[config.mk]
export PLATFORM = sky130hd
export DESIGN_NAME = asp_serial_port
export DESIGN_NICKNAME = d
export VERILOG_FILES = /design/src/include/asp_pkg.sv /design/src/include/asp_sample_if.sv /design/src/asp_bit_detector.sv /design/src/asp_serial_port.sv
export SDC_FILE = /design/constraint.sdc
export NUM_CORES = 1
export LEC_CHECK = 0
export BUFFER_PORTS_ARGS = -buffer_cell sky130_fd_sc_hd__buf_4
export CORE_MARGIN = 2
export CORE_UTILIZATION = 47
export CTS_CLUSTER_SIZE = 14
export DETAILED_ROUTE_END_ITERATION = 10
export PLACE_DENSITY = 0.85
export SLEW_MARGIN = 25
export SYNTH_ARGS = -nofsm -noshare
export SYNTH_HDL_FRONTEND = slang
export SYNTH_SLANG_ARGS = --single-unit
export TNS_END_PERCENT = 20
[constraint.sdc]
create_clock -name i_clock -period 5.1 [get_ports i_clock]
set_input_delay 0.51 -clock i_clock [delete_from_list [all_inputs] [get_ports i_clock]]
set_output_delay 0.51 -clock i_clock [all_outputs]
set_load 0.005 [all_outputs]
[src/include/asp_pkg.sv]
// ****************************************************************
// serial port constants
// ****************************************************************
package asp_pkg;

  // apb register map
  localparam int          ADDR_W       = 8;
  localparam int          DATA_W       = 32;
  localparam logic [7:0]  ADDR_CONTROL = 8'h00;
  localparam logic [7:0]  ADDR_BUFFER  = 8'h04;

  // serial_control_register field positions
  localparam int          CTL_MODE     = 0;
  localparam int          CTL_MODE_W   = 2;
  localparam int          CTL_MPFE     = 2;
  localparam int          CTL_TNB      = 3;
  localparam int          CTL_FAST     = 4;
  localparam int          CTL_RNB      = 8;
  localparam int          CTL_RDF      = 9;
  localparam int          CTL_TDF      = 10;
  localparam int          BYTE_W       = 8;
  localparam logic [31:0] WORD_ZERO    = 32'h0;

  // operating modes
  localparam logic [1:0]  MODE_0       = 2'h0;
  localparam logic [1:0]  MODE_1       = 2'h1;
  localparam logic [1:0]  MODE_2       = 2'h2;
  localparam logic [1:0]  MODE_3       = 2'h3;

  // divide-by-16 counter and bit detector
  localparam int          CNT_W        = 4;
  localparam logic [3:0]  CNT_ZERO     = 4'h0;
  localparam logic [3:0]  CNT_ONE      = 4'h1;
  localparam logic [3:0]  CNT_LAST     = 4'hF;
  localparam logic [3:0]  SAMPLE_FIRST = 4'h7;
  localparam logic [3:0]  SAMPLE_MID   = 4'h8;
  localparam logic [3:0]  SAMPLE_LAST  = 4'h9;

  // shift registers
  localparam int          SHIFT_W      = 9;
  localparam logic [8:0]  RX_FILL      = 9'h1FF;
  localparam logic [6:0]  TX_ZEROS     = 7'h00;

  typedef enum logic [1:0]
  {
    TX_IDLE  = 2'b00,
    TX_START = 2'b01,
    TX_LEAD  = 2'b10,
    TX_SHIFT = 2'b11
  } asp_tx_state_t;

  typedef enum logic [1:0]
  {
    RX_HUNT = 2'b00,
    RX_BITS = 2'b01,
    RX_STOP = 2'b10
  } asp_rx_state_t;

endpackage

[src/include/asp_sample_if.sv]
`timescale 1ns/100ps
// ****************************************************************
// link between port control and bit detector
// ****************************************************************
interface asp_sample_if;
  logic                       os_tick;
  logic                       restart;
  logic [asp_pkg::CNT_W-1:0]  count;
  logic                       rxd;
  logic                       sample_valid;
  logic                       sample_bit;

  modport detector
  (
    input  os_tick,
    input  restart,
    input  count,
    input  rxd,
    output sample_valid,
    output sample_bit
  );

  modport port
  (
    output os_tick,
    output restart,
    output count,
    output rxd,
    input  sample_valid,
    input  sample_bit
  );
endinterface

[src/asp_bit_detector.sv]
`timescale 1ns/100ps
// ****************************************************************
// three-sample majority bit detector
// ****************************************************************
module asp_bit_detector
(
  // clock and reset
  input  wire logic      i_clock,
  input  wire logic      i_rst,
  // sampling link
  asp_sample_if.detector smp
);
  import asp_pkg::*;

  logic first_sample;
  logic mid_sample;
  logic last_hit;

  assign last_hit = smp.os_tick && (smp.count == SAMPLE_LAST);

  always_ff @(posedge i_clock)
  begin
    if (i_rst)
    begin
      first_sample <= 1'b1;
      mid_sample   <= 1'b1;
    end
    else if (smp.os_tick && (smp.count == SAMPLE_FIRST))
      first_sample <= smp.rxd;
    else if (smp.os_tick && (smp.count == SAMPLE_MID))
      mid_sample <= smp.rxd;
  end

  always_ff @(posedge i_clock)
  begin
    if (i_rst)
    begin
      smp.sample_valid <= 1'b0;
      smp.sample_bit   <= 1'b1;
    end
    else if (smp.restart)
      smp.sample_valid <= 1'b0;
    else
    begin
      smp.sample_valid <= last_hit;
      if (last_hit)
        smp.sample_bit <= (first_sample & mid_sample) | (first_sample & smp.rxd) | (mid_sample & smp.rxd);
    end
  end
endmodule

[src/asp_serial_port.sv]
`timescale 1ns/100ps
// ****************************************************************
// Summary of operation
// - mode 1 receiver: 9-bit shift, start at left triggers final shift and load
// - mode 1 load only if receive flag clear and filter off or stop one
// - mode 1 accepted: stop bit to ninth field, data to buffer, flag set
// - mode 1 receiver returns to hunting right after the final shift
// - modes 2/3 frame: start 0, eight data lsb first, ninth, stop 1
// - modes 2/3 send transmit ninth bit; store received ninth bit
// - mode 2 rate clock/16 or clock/32; mode 3 from timer overflow
// - modes 2/3 buffer write loads ninth bit into position nine, requests send
// - transmission starts after next divide-by-16 rollover
// - start bit first, data output one bit later, first shift after that
// - modes 2/3 first shift fills one, later shifts fill zeros
// - modes 2/3 end pattern: last shift, send ends, transmit flag at 11th rollover
// - receiver starts on falling edge sampled at sixteen times bit rate
// - start edge resets divide-by-16 counter and loads all ones
// - samples at states 7, 8, 9 decided by majority of three
// - first bit not zero aborts to hunting, else start bit shifted in
// - modes 2/3 load only if flag clear and filter off or ninth one
// - modes 2/3 accepted: ninth to field, data to buffer; rejected lost
// - modes 2/3 return to hunting one bit time after final shift
// - mode 1 frame: start 0, eight data lsb first, stop 1
// - mode 1 write loads one into position nine; flag at 10th rollover
// - modes 1 and 3 bit rate is timer overflow rate over 16
// ****************************************************************
module asp_serial_port
(
  // clock and reset
  input  wire logic                       i_clock,
  input  wire logic                       i_rst,
  // apb slave
  input  wire logic                       i_psel,
  input  wire logic                       i_penable,
  input  wire logic                       i_pwrite,
  input  wire logic [asp_pkg::ADDR_W-1:0] i_paddr,
  input  wire logic [asp_pkg::DATA_W-1:0] i_pwdata,
  output logic      [asp_pkg::DATA_W-1:0] o_prdata,
  output logic                            o_pready,
  output logic                            o_pslverr,
  // rate source
  input  wire logic                       i_timer_overflow,
  // serial pins
  input  wire logic                       i_rxd,
  output logic                            o_txd
);
  import asp_pkg::*;

  // ****************************************************************
  // declarations
  // ****************************************************************
  logic [1:0]          mode;
  logic                multiprocessor_filter_enable;
  logic                transmit_ninth_bit;
  logic                fast_rate;
  logic                received_ninth_bit;
  logic                receive_done_flag;
  logic                transmit_done_flag;
  logic [7:0]          serial_buffer;
  logic [DATA_W-1:0]   control_word;

  logic                apb_setup;
  logic                apb_access;
  logic                addr_hit;
  logic                wr_control;
  logic                wr_buffer;

  logic                half_tick;
  logic                os_tick;
  logic [CNT_W-1:0]    div_count;
  logic                rollover;
  logic                rxd_prev;
  logic                start_edge;

  asp_tx_state_t       tx_state;
  logic [SHIFT_W-1:0]  tx_shift;
  logic                tx_pending;
  logic                tx_end_pattern;
  logic                tx_done_set;

  asp_rx_state_t       rx_state;
  logic [SHIFT_W-1:0]  rx_shift;
  logic                rx_final;
  logic                rx_load;
  logic [BYTE_W-1:0]   rx_byte;

  asp_sample_if        smp ();

  // ****************************************************************
  // apb slave, zero wait states
  // ****************************************************************
  assign apb_setup  = i_psel && !i_penable;
  assign apb_access = i_psel && i_penable;
  assign addr_hit   = (i_paddr == ADDR_CONTROL) || (i_paddr == ADDR_BUFFER);
  assign wr_control = apb_access && i_pwrite && (i_paddr == ADDR_CONTROL);
  assign wr_buffer  = apb_access && i_pwrite && (i_paddr == ADDR_BUFFER);
  assign o_pready   = 1'b1;
  assign o_pslverr  = apb_access && !addr_hit;

  always_comb
  begin
    control_word                              = WORD_ZERO;
    control_word[CTL_MODE +: CTL_MODE_W]      = mode;
    control_word[CTL_MPFE]                    = multiprocessor_filter_enable;
    control_word[CTL_TNB]                     = transmit_ninth_bit;
    control_word[CTL_FAST]                    = fast_rate;
    control_word[CTL_RNB]                     = received_ninth_bit;
    control_word[CTL_RDF]                     = receive_done_flag;
    control_word[CTL_TDF]                     = transmit_done_flag;
  end

  // read data captured in the setup cycle, valid through the access cycle
  always_ff @(posedge i_clock)
  begin
    if (i_rst)
      o_prdata <= WORD_ZERO;
    else if (apb_setup && !i_pwrite)
    begin
      if (i_paddr == ADDR_CONTROL)
        o_prdata <= control_word;
      else if (i_paddr == ADDR_BUFFER)
        o_prdata <= {{(DATA_W-BYTE_W){1'b0}}, serial_buffer};
      else
        o_prdata <= WORD_ZERO;
    end
  end

  // ****************************************************************
  // control fields
  // ****************************************************************
  always_ff @(posedge i_clock)
  begin
    if (i_rst)
    begin
      mode                         <= MODE_0;
      multiprocessor_filter_enable <= 1'b0;
      transmit_ninth_bit           <= 1'b0;
      fast_rate                    <= 1'b0;
    end
    else if (wr_control)
    begin
      mode                         <= i_pwdata[CTL_MODE +: CTL_MODE_W];
      multiprocessor_filter_enable <= i_pwdata[CTL_MPFE];
      transmit_ninth_bit           <= i_pwdata[CTL_TNB];
      fast_rate                    <= i_pwdata[CTL_FAST];
    end
  end

  // done flags: a hardware set wins over a software clear
  always_ff @(posedge i_clock)
  begin
    if (i_rst)
    begin
      receive_done_flag  <= 1'b0;
      transmit_done_flag <= 1'b0;
    end
    else
    begin
      receive_done_flag  <= (wr_control ? i_pwdata[CTL_RDF] : receive_done_flag) | rx_load;
      transmit_done_flag <= (wr_control ? i_pwdata[CTL_TDF] : transmit_done_flag) | tx_done_set;
    end
  end

  // ****************************************************************
  // bit rate and divide-by-16 counter
  // ****************************************************************
  always_ff @(posedge i_clock)
  begin
    if (i_rst)
      half_tick <= 1'b0;
    else
      half_tick <= ~half_tick;
  end

  always_comb
  begin
    unique case (mode)
      MODE_0:  os_tick = 1'b0;
      MODE_1:  os_tick = i_timer_overflow;
      MODE_2:  os_tick = fast_rate ? 1'b1 : half_tick;
      MODE_3:  os_tick = i_timer_overflow;
    endcase
  end

  always_ff @(posedge i_clock)
  begin
    if (i_rst)
      div_count <= CNT_ZERO;
    else if (start_edge)
      div_count <= CNT_ZERO;
    else if (os_tick)
      div_count <= div_count + CNT_ONE;
  end

  assign rollover = os_tick && (div_count == CNT_LAST);

  // ****************************************************************
  // start edge hunt
  // ****************************************************************
  always_ff @(posedge i_clock)
  begin
    if (i_rst)
      rxd_prev <= 1'b1;
    else if (os_tick)
      rxd_prev <= i_rxd;
  end

  assign start_edge = os_tick && (rx_state == RX_HUNT) && rxd_prev && !i_rxd;

  // ****************************************************************
  // bit detector
  // ****************************************************************
  assign smp.os_tick = os_tick;
  assign smp.restart = start_edge;
  assign smp.count   = div_count;
  assign smp.rxd     = i_rxd;

  asp_bit_detector u_detector
  (
    .i_clock (i_clock),
    .i_rst   (i_rst),
    .smp     (smp.detector)
  );

  // ****************************************************************
  // receiver
  // ****************************************************************
  // the start bit has reached the left end: this sample is the last shift
  assign rx_final = smp.sample_valid && (rx_state == RX_BITS) && !rx_shift[SHIFT_W-1];
  // stop bit in mode 1, ninth data bit in modes 2 and 3
  assign rx_load  = rx_final && !receive_done_flag &&
                    (!multiprocessor_filter_enable || smp.sample_bit);

  // first data bit sits highest in the shift register: reverse it into the byte
  always_comb
  begin
    for (int b = 0; b < BYTE_W; b++)
      rx_byte[b] = rx_shift[BYTE_W-1-b];
  end

  always_ff @(posedge i_clock)
  begin
    if (i_rst)
    begin
      rx_state <= RX_HUNT;
      rx_shift <= RX_FILL;
    end
    else
    begin
      unique case (rx_state)
        RX_HUNT:
        begin
          if (start_edge)
          begin
            rx_shift <= RX_FILL;
            rx_state <= RX_BITS;
          end
        end
        RX_BITS:
        begin
          if (smp.sample_valid)
          begin
            if ((rx_shift == RX_FILL) && smp.sample_bit)
              rx_state <= RX_HUNT;
            else
            begin
              rx_shift <= {rx_shift[SHIFT_W-2:0], smp.sample_bit};
              if (rx_final)
                rx_state <= (mode == MODE_1) ? RX_HUNT : RX_STOP;
            end
          end
        end
        RX_STOP:
        begin
          if (smp.sample_valid)
            rx_state <= RX_HUNT;
        end
        default:
          rx_state <= RX_HUNT;
      endcase
    end
  end

  // accepted frame: data to buffer, last bit to the ninth field
  always_ff @(posedge i_clock)
  begin
    if (i_rst)
    begin
      serial_buffer      <= 8'h00;
      received_ninth_bit <= 1'b0;
    end
    else if (rx_load)
    begin
      serial_buffer      <= rx_byte;
      received_ninth_bit <= smp.sample_bit;
    end
    else if (wr_control)
      received_ninth_bit <= i_pwdata[CTL_RNB];
  end

  // ****************************************************************
  // transmitter
  // ****************************************************************
  // ninth bit (last data bit in mode 1) at the output, stop bit beside it, zeros beyond
  assign tx_end_pattern = (tx_shift[SHIFT_W-1:2] == TX_ZEROS) && tx_shift[1];
  assign tx_done_set    = rollover && !wr_buffer && (tx_state == TX_SHIFT) && tx_end_pattern;

  always_ff @(posedge i_clock)
  begin
    if (i_rst)
    begin
      tx_state   <= TX_IDLE;
      tx_shift   <= RX_FILL;
      tx_pending <= 1'b0;
      o_txd      <= 1'b1;
    end
    else if (wr_buffer)
    begin
      // mode 1 puts the stop bit in position nine, others the ninth bit
      tx_shift   <= {(mode == MODE_1) ? 1'b1 : transmit_ninth_bit, i_pwdata[BYTE_W-1:0]};
      tx_pending <= 1'b1;
    end
    else if (rollover)
    begin
      unique case (tx_state)
        TX_IDLE:
        begin
          if (tx_pending)
          begin
            tx_pending <= 1'b0;
            tx_state   <= TX_START;
            o_txd      <= 1'b0;
          end
        end
        TX_START:
        begin
          tx_state <= TX_LEAD;
          o_txd    <= tx_shift[0];
        end
        TX_LEAD:
        begin
          // first shift: stop bit enters in modes 2 and 3
          tx_shift <= {(mode != MODE_1), tx_shift[SHIFT_W-1:1]};
          o_txd    <= tx_shift[1];
          tx_state <= TX_SHIFT;
        end
        TX_SHIFT:
        begin
          tx_shift <= {1'b0, tx_shift[SHIFT_W-1:1]};
          if (tx_end_pattern)
          begin
            tx_state <= TX_IDLE;
            o_txd    <= 1'b1;
          end
          else
            o_txd <= tx_shift[1];
        end
      endcase
    end
  end

endmodule

==> impl_metrics.tcl, run 1 <==
set metrics [dict create \
    status "complete, no violations" \
    cts_num_sinks 61 \
    track_usage_pct 18.24 \
    initial_utilization_pct 49.01 \
    fin_crit_sh_pct 44.19 \
    synth_async_sr_flop_share_pct 0 \
    worst_setup_path_end_kind "output pin" \
    grt_pass1_vias 2184 \
    dp.final_hpwl_um 4334 \
    ys_types 49 \
    ys_ff_latch 61 \
    viasPerCell 5.336 \
    postCtsSetupBuffers 0 \
    hold_path_class "in2reg" \
    drt_iter0_markers 191 \
    cp_max_fo 5 \
    peakVddDrop_mv 0.1752 \
    report.final.hold_viol_count 0 \
    setup_tns_ps 0 \
    layout_common_cells "61 x dfxtp_1, 50 x nor2_1, 39 x buf_4" \
    final-setup-viol-count 0 \
    worst_slack_ps 2846 \
    crit_start "i_paddr[5]" \
    cp.arrival_ps 1740 \
    drive_above_1_share_pct 18.67 \
    final_net_count 424 \
    max_slew.worst_pin.slew_ps 756.1 \
    layout_commonest_cell "dfxtp_1" \
    wl_per_cell_um 14.12 \
    syn_area_per_cell_sq_um 8.636 \
    r2r-start "tx_state[0]" \
    grt_max_degree 61 \
    die_w_um 82.81 \
    grt_pass1_wl_um 10220 \
    critPathSlowestCell "or4_4" \
    clockBufferDepth 2 \
    place_congestion 0.8053 \
    crit_top_cell "buf_4" \
    rsz0062_at_grt "no" \
    cts_max_level 3 \
    fill_cells 503 \
    finalMaxSlewViolations 0 \
    worstHoldStart "i_pwdata[6]" \
    p_leak_nw 1.394 \
    dieArea_sq_um 6858 \
    clk_root_buffer_cell "clkbuf_8" \
    worstSkewPairLatency_ps 350 \
    numCtsBuffers 9 \
    relSlewSlack_pct 49.22 \
    worst-setup-path-type "in2out" \
    slowest_delay_ps 570 \
    fin_total_pwr_mw 0.9659 \
    cap_violations 0 \
    ios 82 \
    critPathRequiredTime_ps 4590 \
    syn_inst 338 \
    drt.antenna.violating_nets 0 \
    pre_cts_ws_ps 2389 \
    seqCellArea_sq_um 1221 \
    gr-total-overflow 0 \
    p_per_area_nw_per_um2 284.8 \
    clkSlewWorstSetupHoldPaths_ps 70 \
    num_vias 2401 \
    yosys_warnings 0 \
    crit_path_start_kind "input pin" \
    syn_area_sq_um 2919 \
    die_h_um 82.81 \
    max_freq_mhz 443.7 \
    fin_crit_ps 2254 \
    cts_tree "built" \
    grt_antenna_before_repair 0 \
    post_cts_resized 0 \
    multi_input_area_sq_um 1536 \
    drc 0 \
    io_buffers 38 \
    drt_first_pass_iters 4 \
    drt_wl_total_um 6355 \
    coreArea_sq_um 5956 \
    syn_to_final_growth_pct 16.20 \
    synth_edf_count 0 \
    diodes 0 \
    ys.flop_type "dfxtp_1" \
    crit_chain "buf_4 > or4_4 > or2_1 > nor2b_1 > buf_4" \
    hold_buffers 0 \
    ys_seq_area_share_pct 41.83 \
    finClkSkew_ps 10.40 \
    row_count 28 \
]
-- logic make-up after synthesis --
| group | share of synthesized area, % |
|---|---|
| AND/OR/NAND/NOR | 22.85 |
| flip-flops | 41.83 |
| AO/OA/AOI/OAI | 13.89 |
| buffers and inverters | 9.173 |
| multiplexers | 7.758 |
| adder cells (fa/ha/maj) | 3.343 |
| XOR/XNOR | 0.9003 |
| other | 0.2573 |
-- state kept, by name (all words and copies together), names as in the netlist, 2 cells and up --
name and cells:
rx_shift 9, tx_state 2, tx_shift 9, o_prdata 11, mode 2, serial_buffer 8
rx_state 2, div_count 4
-- worst paths after layout --
| check | depth (start not counted) | slack (ps) | endpoint |
|---|---|---|---|
| setup / recovery | 5 | 2850 | o_pslverr |
| hold / removal | 3 | 400 | tx_shift[6] |
| setup reg to reg | 6 | 3050 | tx_shift[8] |
| hold reg to reg | 1 | 430 | half_tick |
-- synth_stat cells, drive strengths merged, types with 2 or more instances --
cell type,count,area share (%)
nor4,3,1.2
conb,2,0.26
clkbuf,10,1.3
nor2,50,6.4
and3,7,1.5
xor2,2,0.60
inv,10,1.3
a31oi,2,0.43
dfxtp,61,42
nand4,5,1.1
nor2b,4,0.86
a22oi,6,1.5
or2,2,0.43
o21ai,3,0.51
a21oi,20,3.4
nor3,14,2.4
buf,28,6.6
mux2,5,1.9
nand3b,3,0.77
o21bai,8,2.1
nand3,11,1.9
or3,3,0.64
ha,7,3.0
a211oi,11,2.8
nand2,20,2.6
a2111oi,3,1.1
mux2i,17,5.8
nand2b,6,1.3
-- area by class of cell --
type                       instances  area share, %
clock buffer                      12          4.869
clock inverter                     4          1.328
inverter                          10          1.107
multi-input combinational        249          45.30
sequential                        61          36.00
tap                               75          2.767
timing repair buffer              39          8.632
-- metrics by stage --
step                utilization (%)  std cells  cell area, sq um  hold WS [ps]
global placement              53.11        434              3163         395.5
CTS                           56.64        450              3373         389.2
global route                  56.95        450              3392         409.4
detailed placement            53.11        434              3163         403.1
finish                        56.95        450              3392         398.2
floorplan                         -        358              2994         387.1
-- routing by layer --
layer | vias up | GRT usage, % | share of wire (%) | routed length [um]
met5 | - | 0 | 0 | 0
met4 | 0 | 6.259 | 1.3 | 84
met3 | 8 | 6.163 | 5.3 | 337
met2 | 65 | 29.33 | 49 | 3083
met1 | 1125 | 22.89 | 45 | 2849
li1 | 1203 | - | - | -
-- critical path, delay by kind of cell --
kind / cells / cell delay, ps
simple gates: 3 / 1000
buf+inv: 2 / 240
-- report_power, final --
group | internal (mW) | switching (mW)
combinational | 0.0174 | 0.0226
clock | 0.263 | 0.186
sequential | 0.477 | 0.000324
Power figures use the tool's default switching activity.
==> run 2, diff against run 1 <==
--- a/config.mk
+++ b/config.mk
@@ -10,7 +10,7 @@
 export CORE_UTILIZATION = 47
 export CTS_CLUSTER_SIZE = 14
 export DETAILED_ROUTE_END_ITERATION = 10
-export PLACE_DENSITY = 0.85
+export PLACE_DENSITY = 0.88
 export SLEW_MARGIN = 25
 export SYNTH_ARGS = -nofsm -noshare
 export SYNTH_HDL_FRONTEND = slang
==> constraint.sdc (replaced) <==
create_clock -name i_clock -period 2 [get_ports i_clock]
set_input_delay 0.2 -clock i_clock [delete_from_list [all_inputs] [get_ports i_clock]]
set_output_delay 0.2 -clock i_clock [all_outputs]
set_load 0.005 [all_outputs]
==> run 2 against run 1 <==
Global-route usage rose by 0.37 points. Hold slack got worse by 290 ps. Largest power group unchanged. Largest cell class unchanged. Combinational power rose to 2.6 times the previous value.
==> impl_metrics.tcl, run 2 (same netlist as run 1, synthesis figures left out) <==
set metrics [dict create \
    status "complete, no violations" \
    fin_crit_sh_pct 91.58 \
    fin_crit_ps 1832 \
    combPwrFrac_pct 4.3 \
    io_buffers 38 \
    die_w_um 82.81 \
    p_per_area_nw_per_um2 682.9 \
    worst-path-stages 7 \
    max_slew.worst_pin.slew_ps 636.9 \
    ios 82 \
    gr-total-overflow 0 \
    grt_max_degree 61 \
    worst-setup-path-type "reg2reg" \
    finalMaxSlewViolations 0 \
    track_usage_pct 18.61 \
    final_net_count 434 \
    regMostFlops "o_prdata" \
    wl_per_cell_um 13.77 \
    p_sw_share_pct 20.49 \
    ff2ff_path_depth 7 \
    drt_wl_total_um 6291 \
    worst_setup_path_end_kind "flop" \
    critPathRequiredTime_ps 2220 \
    drive_above_1_share_pct 21.47 \
    reg2reg_slack_ps 170 \
    switchingPower_mw 0.4850 \
    postCtsSetupBuffers 0 \
    seqCellArea_sq_um 1222 \
    dieArea_sq_um 6858 \
    slowest_delay_ps 350 \
    peakVddDrop_mv 0.4096 \
    critPathSlowestCell "dfxtp_2" \
    fin_total_pwr_mw 2.368 \
    p_leak_nw 1.430 \
    report.final.hold_viol_count 0 \
    relSlewSlack_pct 57.54 \
    drt_iter0_markers 146 \
    viasPerCell 5.315 \
    rr_endpoint "tx_shift[0]" \
    clkSlewWorstSetupHoldPaths_ps 60 \
    hold_path_class "in2reg" \
    drc 0 \
    cts_tree "built" \
    rsz0062_at_grt "no" \
    largest_reg_flops 11 \
    max_freq_mhz 546.0 \
    cp_max_fo 8 \
    grt_antenna_before_repair 0 \
    final-setup-viol-count 0 \
    drt.antenna.violating_nets 0 \
    num_vias 2429 \
    crit_start "tx_state[0]" \
    intPower_mw 1.883 \
    cts_num_sinks 61 \
    place_congestion 0.8194 \
    cp.arrival_ps 2050 \
    layout_common_cells "60 x dfxtp_1, 50 x nor2_1, 49 x buf_4" \
    setup_tns_ps 0 \
    coreArea_sq_um 5956 \
    crit_path_start_kind "flop" \
    layout_commonest_cell "dfxtp_1" \
    fin_util_pct 58.21 \
    fill_cells 509 \
    worst-path-buf-inv 1 \
    r2r-start "tx_state[0]" \
    clk_root_buffer_cell "clkbuf_8" \
    grt_pass1_vias 2274 \
    cp_top_family "simple AND/OR/NAND/NOR gates" \
    dp.final_hpwl_um 4528 \
    crit_end "tx_shift[0]" \
    reg.largest.list "o_prdata: 11 flops, rx_shift: 9 flops, tx_shift: 9 flops" \
    crit_chain "inv_1 > ha_1 > or2_2 > and4_4 > and3_1 > a211oi_1 > o21bai_1" \
    multi_input_area_sq_um 1559 \
    worstSkewPairLatency_ps 340 \
    drt_first_pass_iters 4 \
    grt_pass1_wl_um 10500 \
    numCtsBuffers 9 \
    initial_utilization_pct 49.01 \
    holdWs_ps 106.3 \
    cap_violations 0 \
    syn_to_final_growth_pct 18.77 \
    clkPwrFrac_pct 44.3 \
    finClkSkew_ps 6.038 \
    die_h_um 82.81 \
    diodes 0 \
    seq_power_share_pct 51.4 \
    row_count 28 \
    clockBufferDepth 2 \
    cts_max_level 3 \
]
==> run 2: cell types whose count changed in the layout (fill, tap and decap cells not counted), sizes merged <==
| cell | delta |
|---|---|
| clkinv | -2 |
| clkbuf | -1 |
| buf | +10 |
==> run 2: routing by layer <==
layer  track usage (%)  share of wire [%]  vias up
met1             23.44                 45     1130
met5                 0                  0        -
li1                  -                  -     1219
met2             29.69                 48       73
met3             6.362                6.3        7
met4             6.557                1.2        0
==> run 2: layout make-up <==
class                           count  share of cell area (%)
Inverter                           10                   1.083
Sequential cell                    61                   35.26
Timing Repair Buffer               49                   10.61
Tap cell                           75                   2.707
Clock inverter                      2                   1.010
Multi-Input combinational cell    249                   44.97
Clock buffer                       11                   4.367
==> run 2: worst min path at each step <==
stage,endpoint,slack (ps),cells past startpoint,from
2_1_floorplan,rxd_prev,320,2,i_rxd
3_3_place_gp,half_tick,390,1,half_tick
3_5_place_dp,half_tick,410,1,half_tick
4_1_cts,tx_shift[7],90,3,i_pwdata[7]
5_1_grt,tx_shift[7],110,3,i_pwdata[7]
6_report,tx_shift[7],110,3,i_pwdata[7]
==> run 2: what timing repair did <==
| action | CTS | global route |
|---|---|---|
| hold endpoints to repair | 0 | 0 |
| setup endpoints to repair | 0 | 10 |
| gates resized for setup | 0 | 8 |
| hold buffers | 0 | 0 |
==> run 2: per-stage QoR <==
step                setup slack [ps]  std cells  instance area [sq um]
floorplan                      191.4        358                   2994
global placement               39.93        444                   3238
detailed placement             18.86        444                   3238
CTS                            18.70        457                   3425
global route                   54.96        457                   3467
finish                         168.3        457                   3467
==> run 2: tightest hold or removal path, stage by stage <==
cell and delay [ps]:
buf_4 70, nor2_1 40, o21bai_1 100
==> run 2: power by group through the flow <==
stage	Combinational, mW	Sequential, mW	Clock [mW]
floorplan	0.0781	1.24	0
detailed placement	0.101	1.24	0
CTS	0.101	1.22	1.08
global route	0.112	1.22	1.14
global placement	0.0999	1.24	0
finish	0.102	1.22	1.05
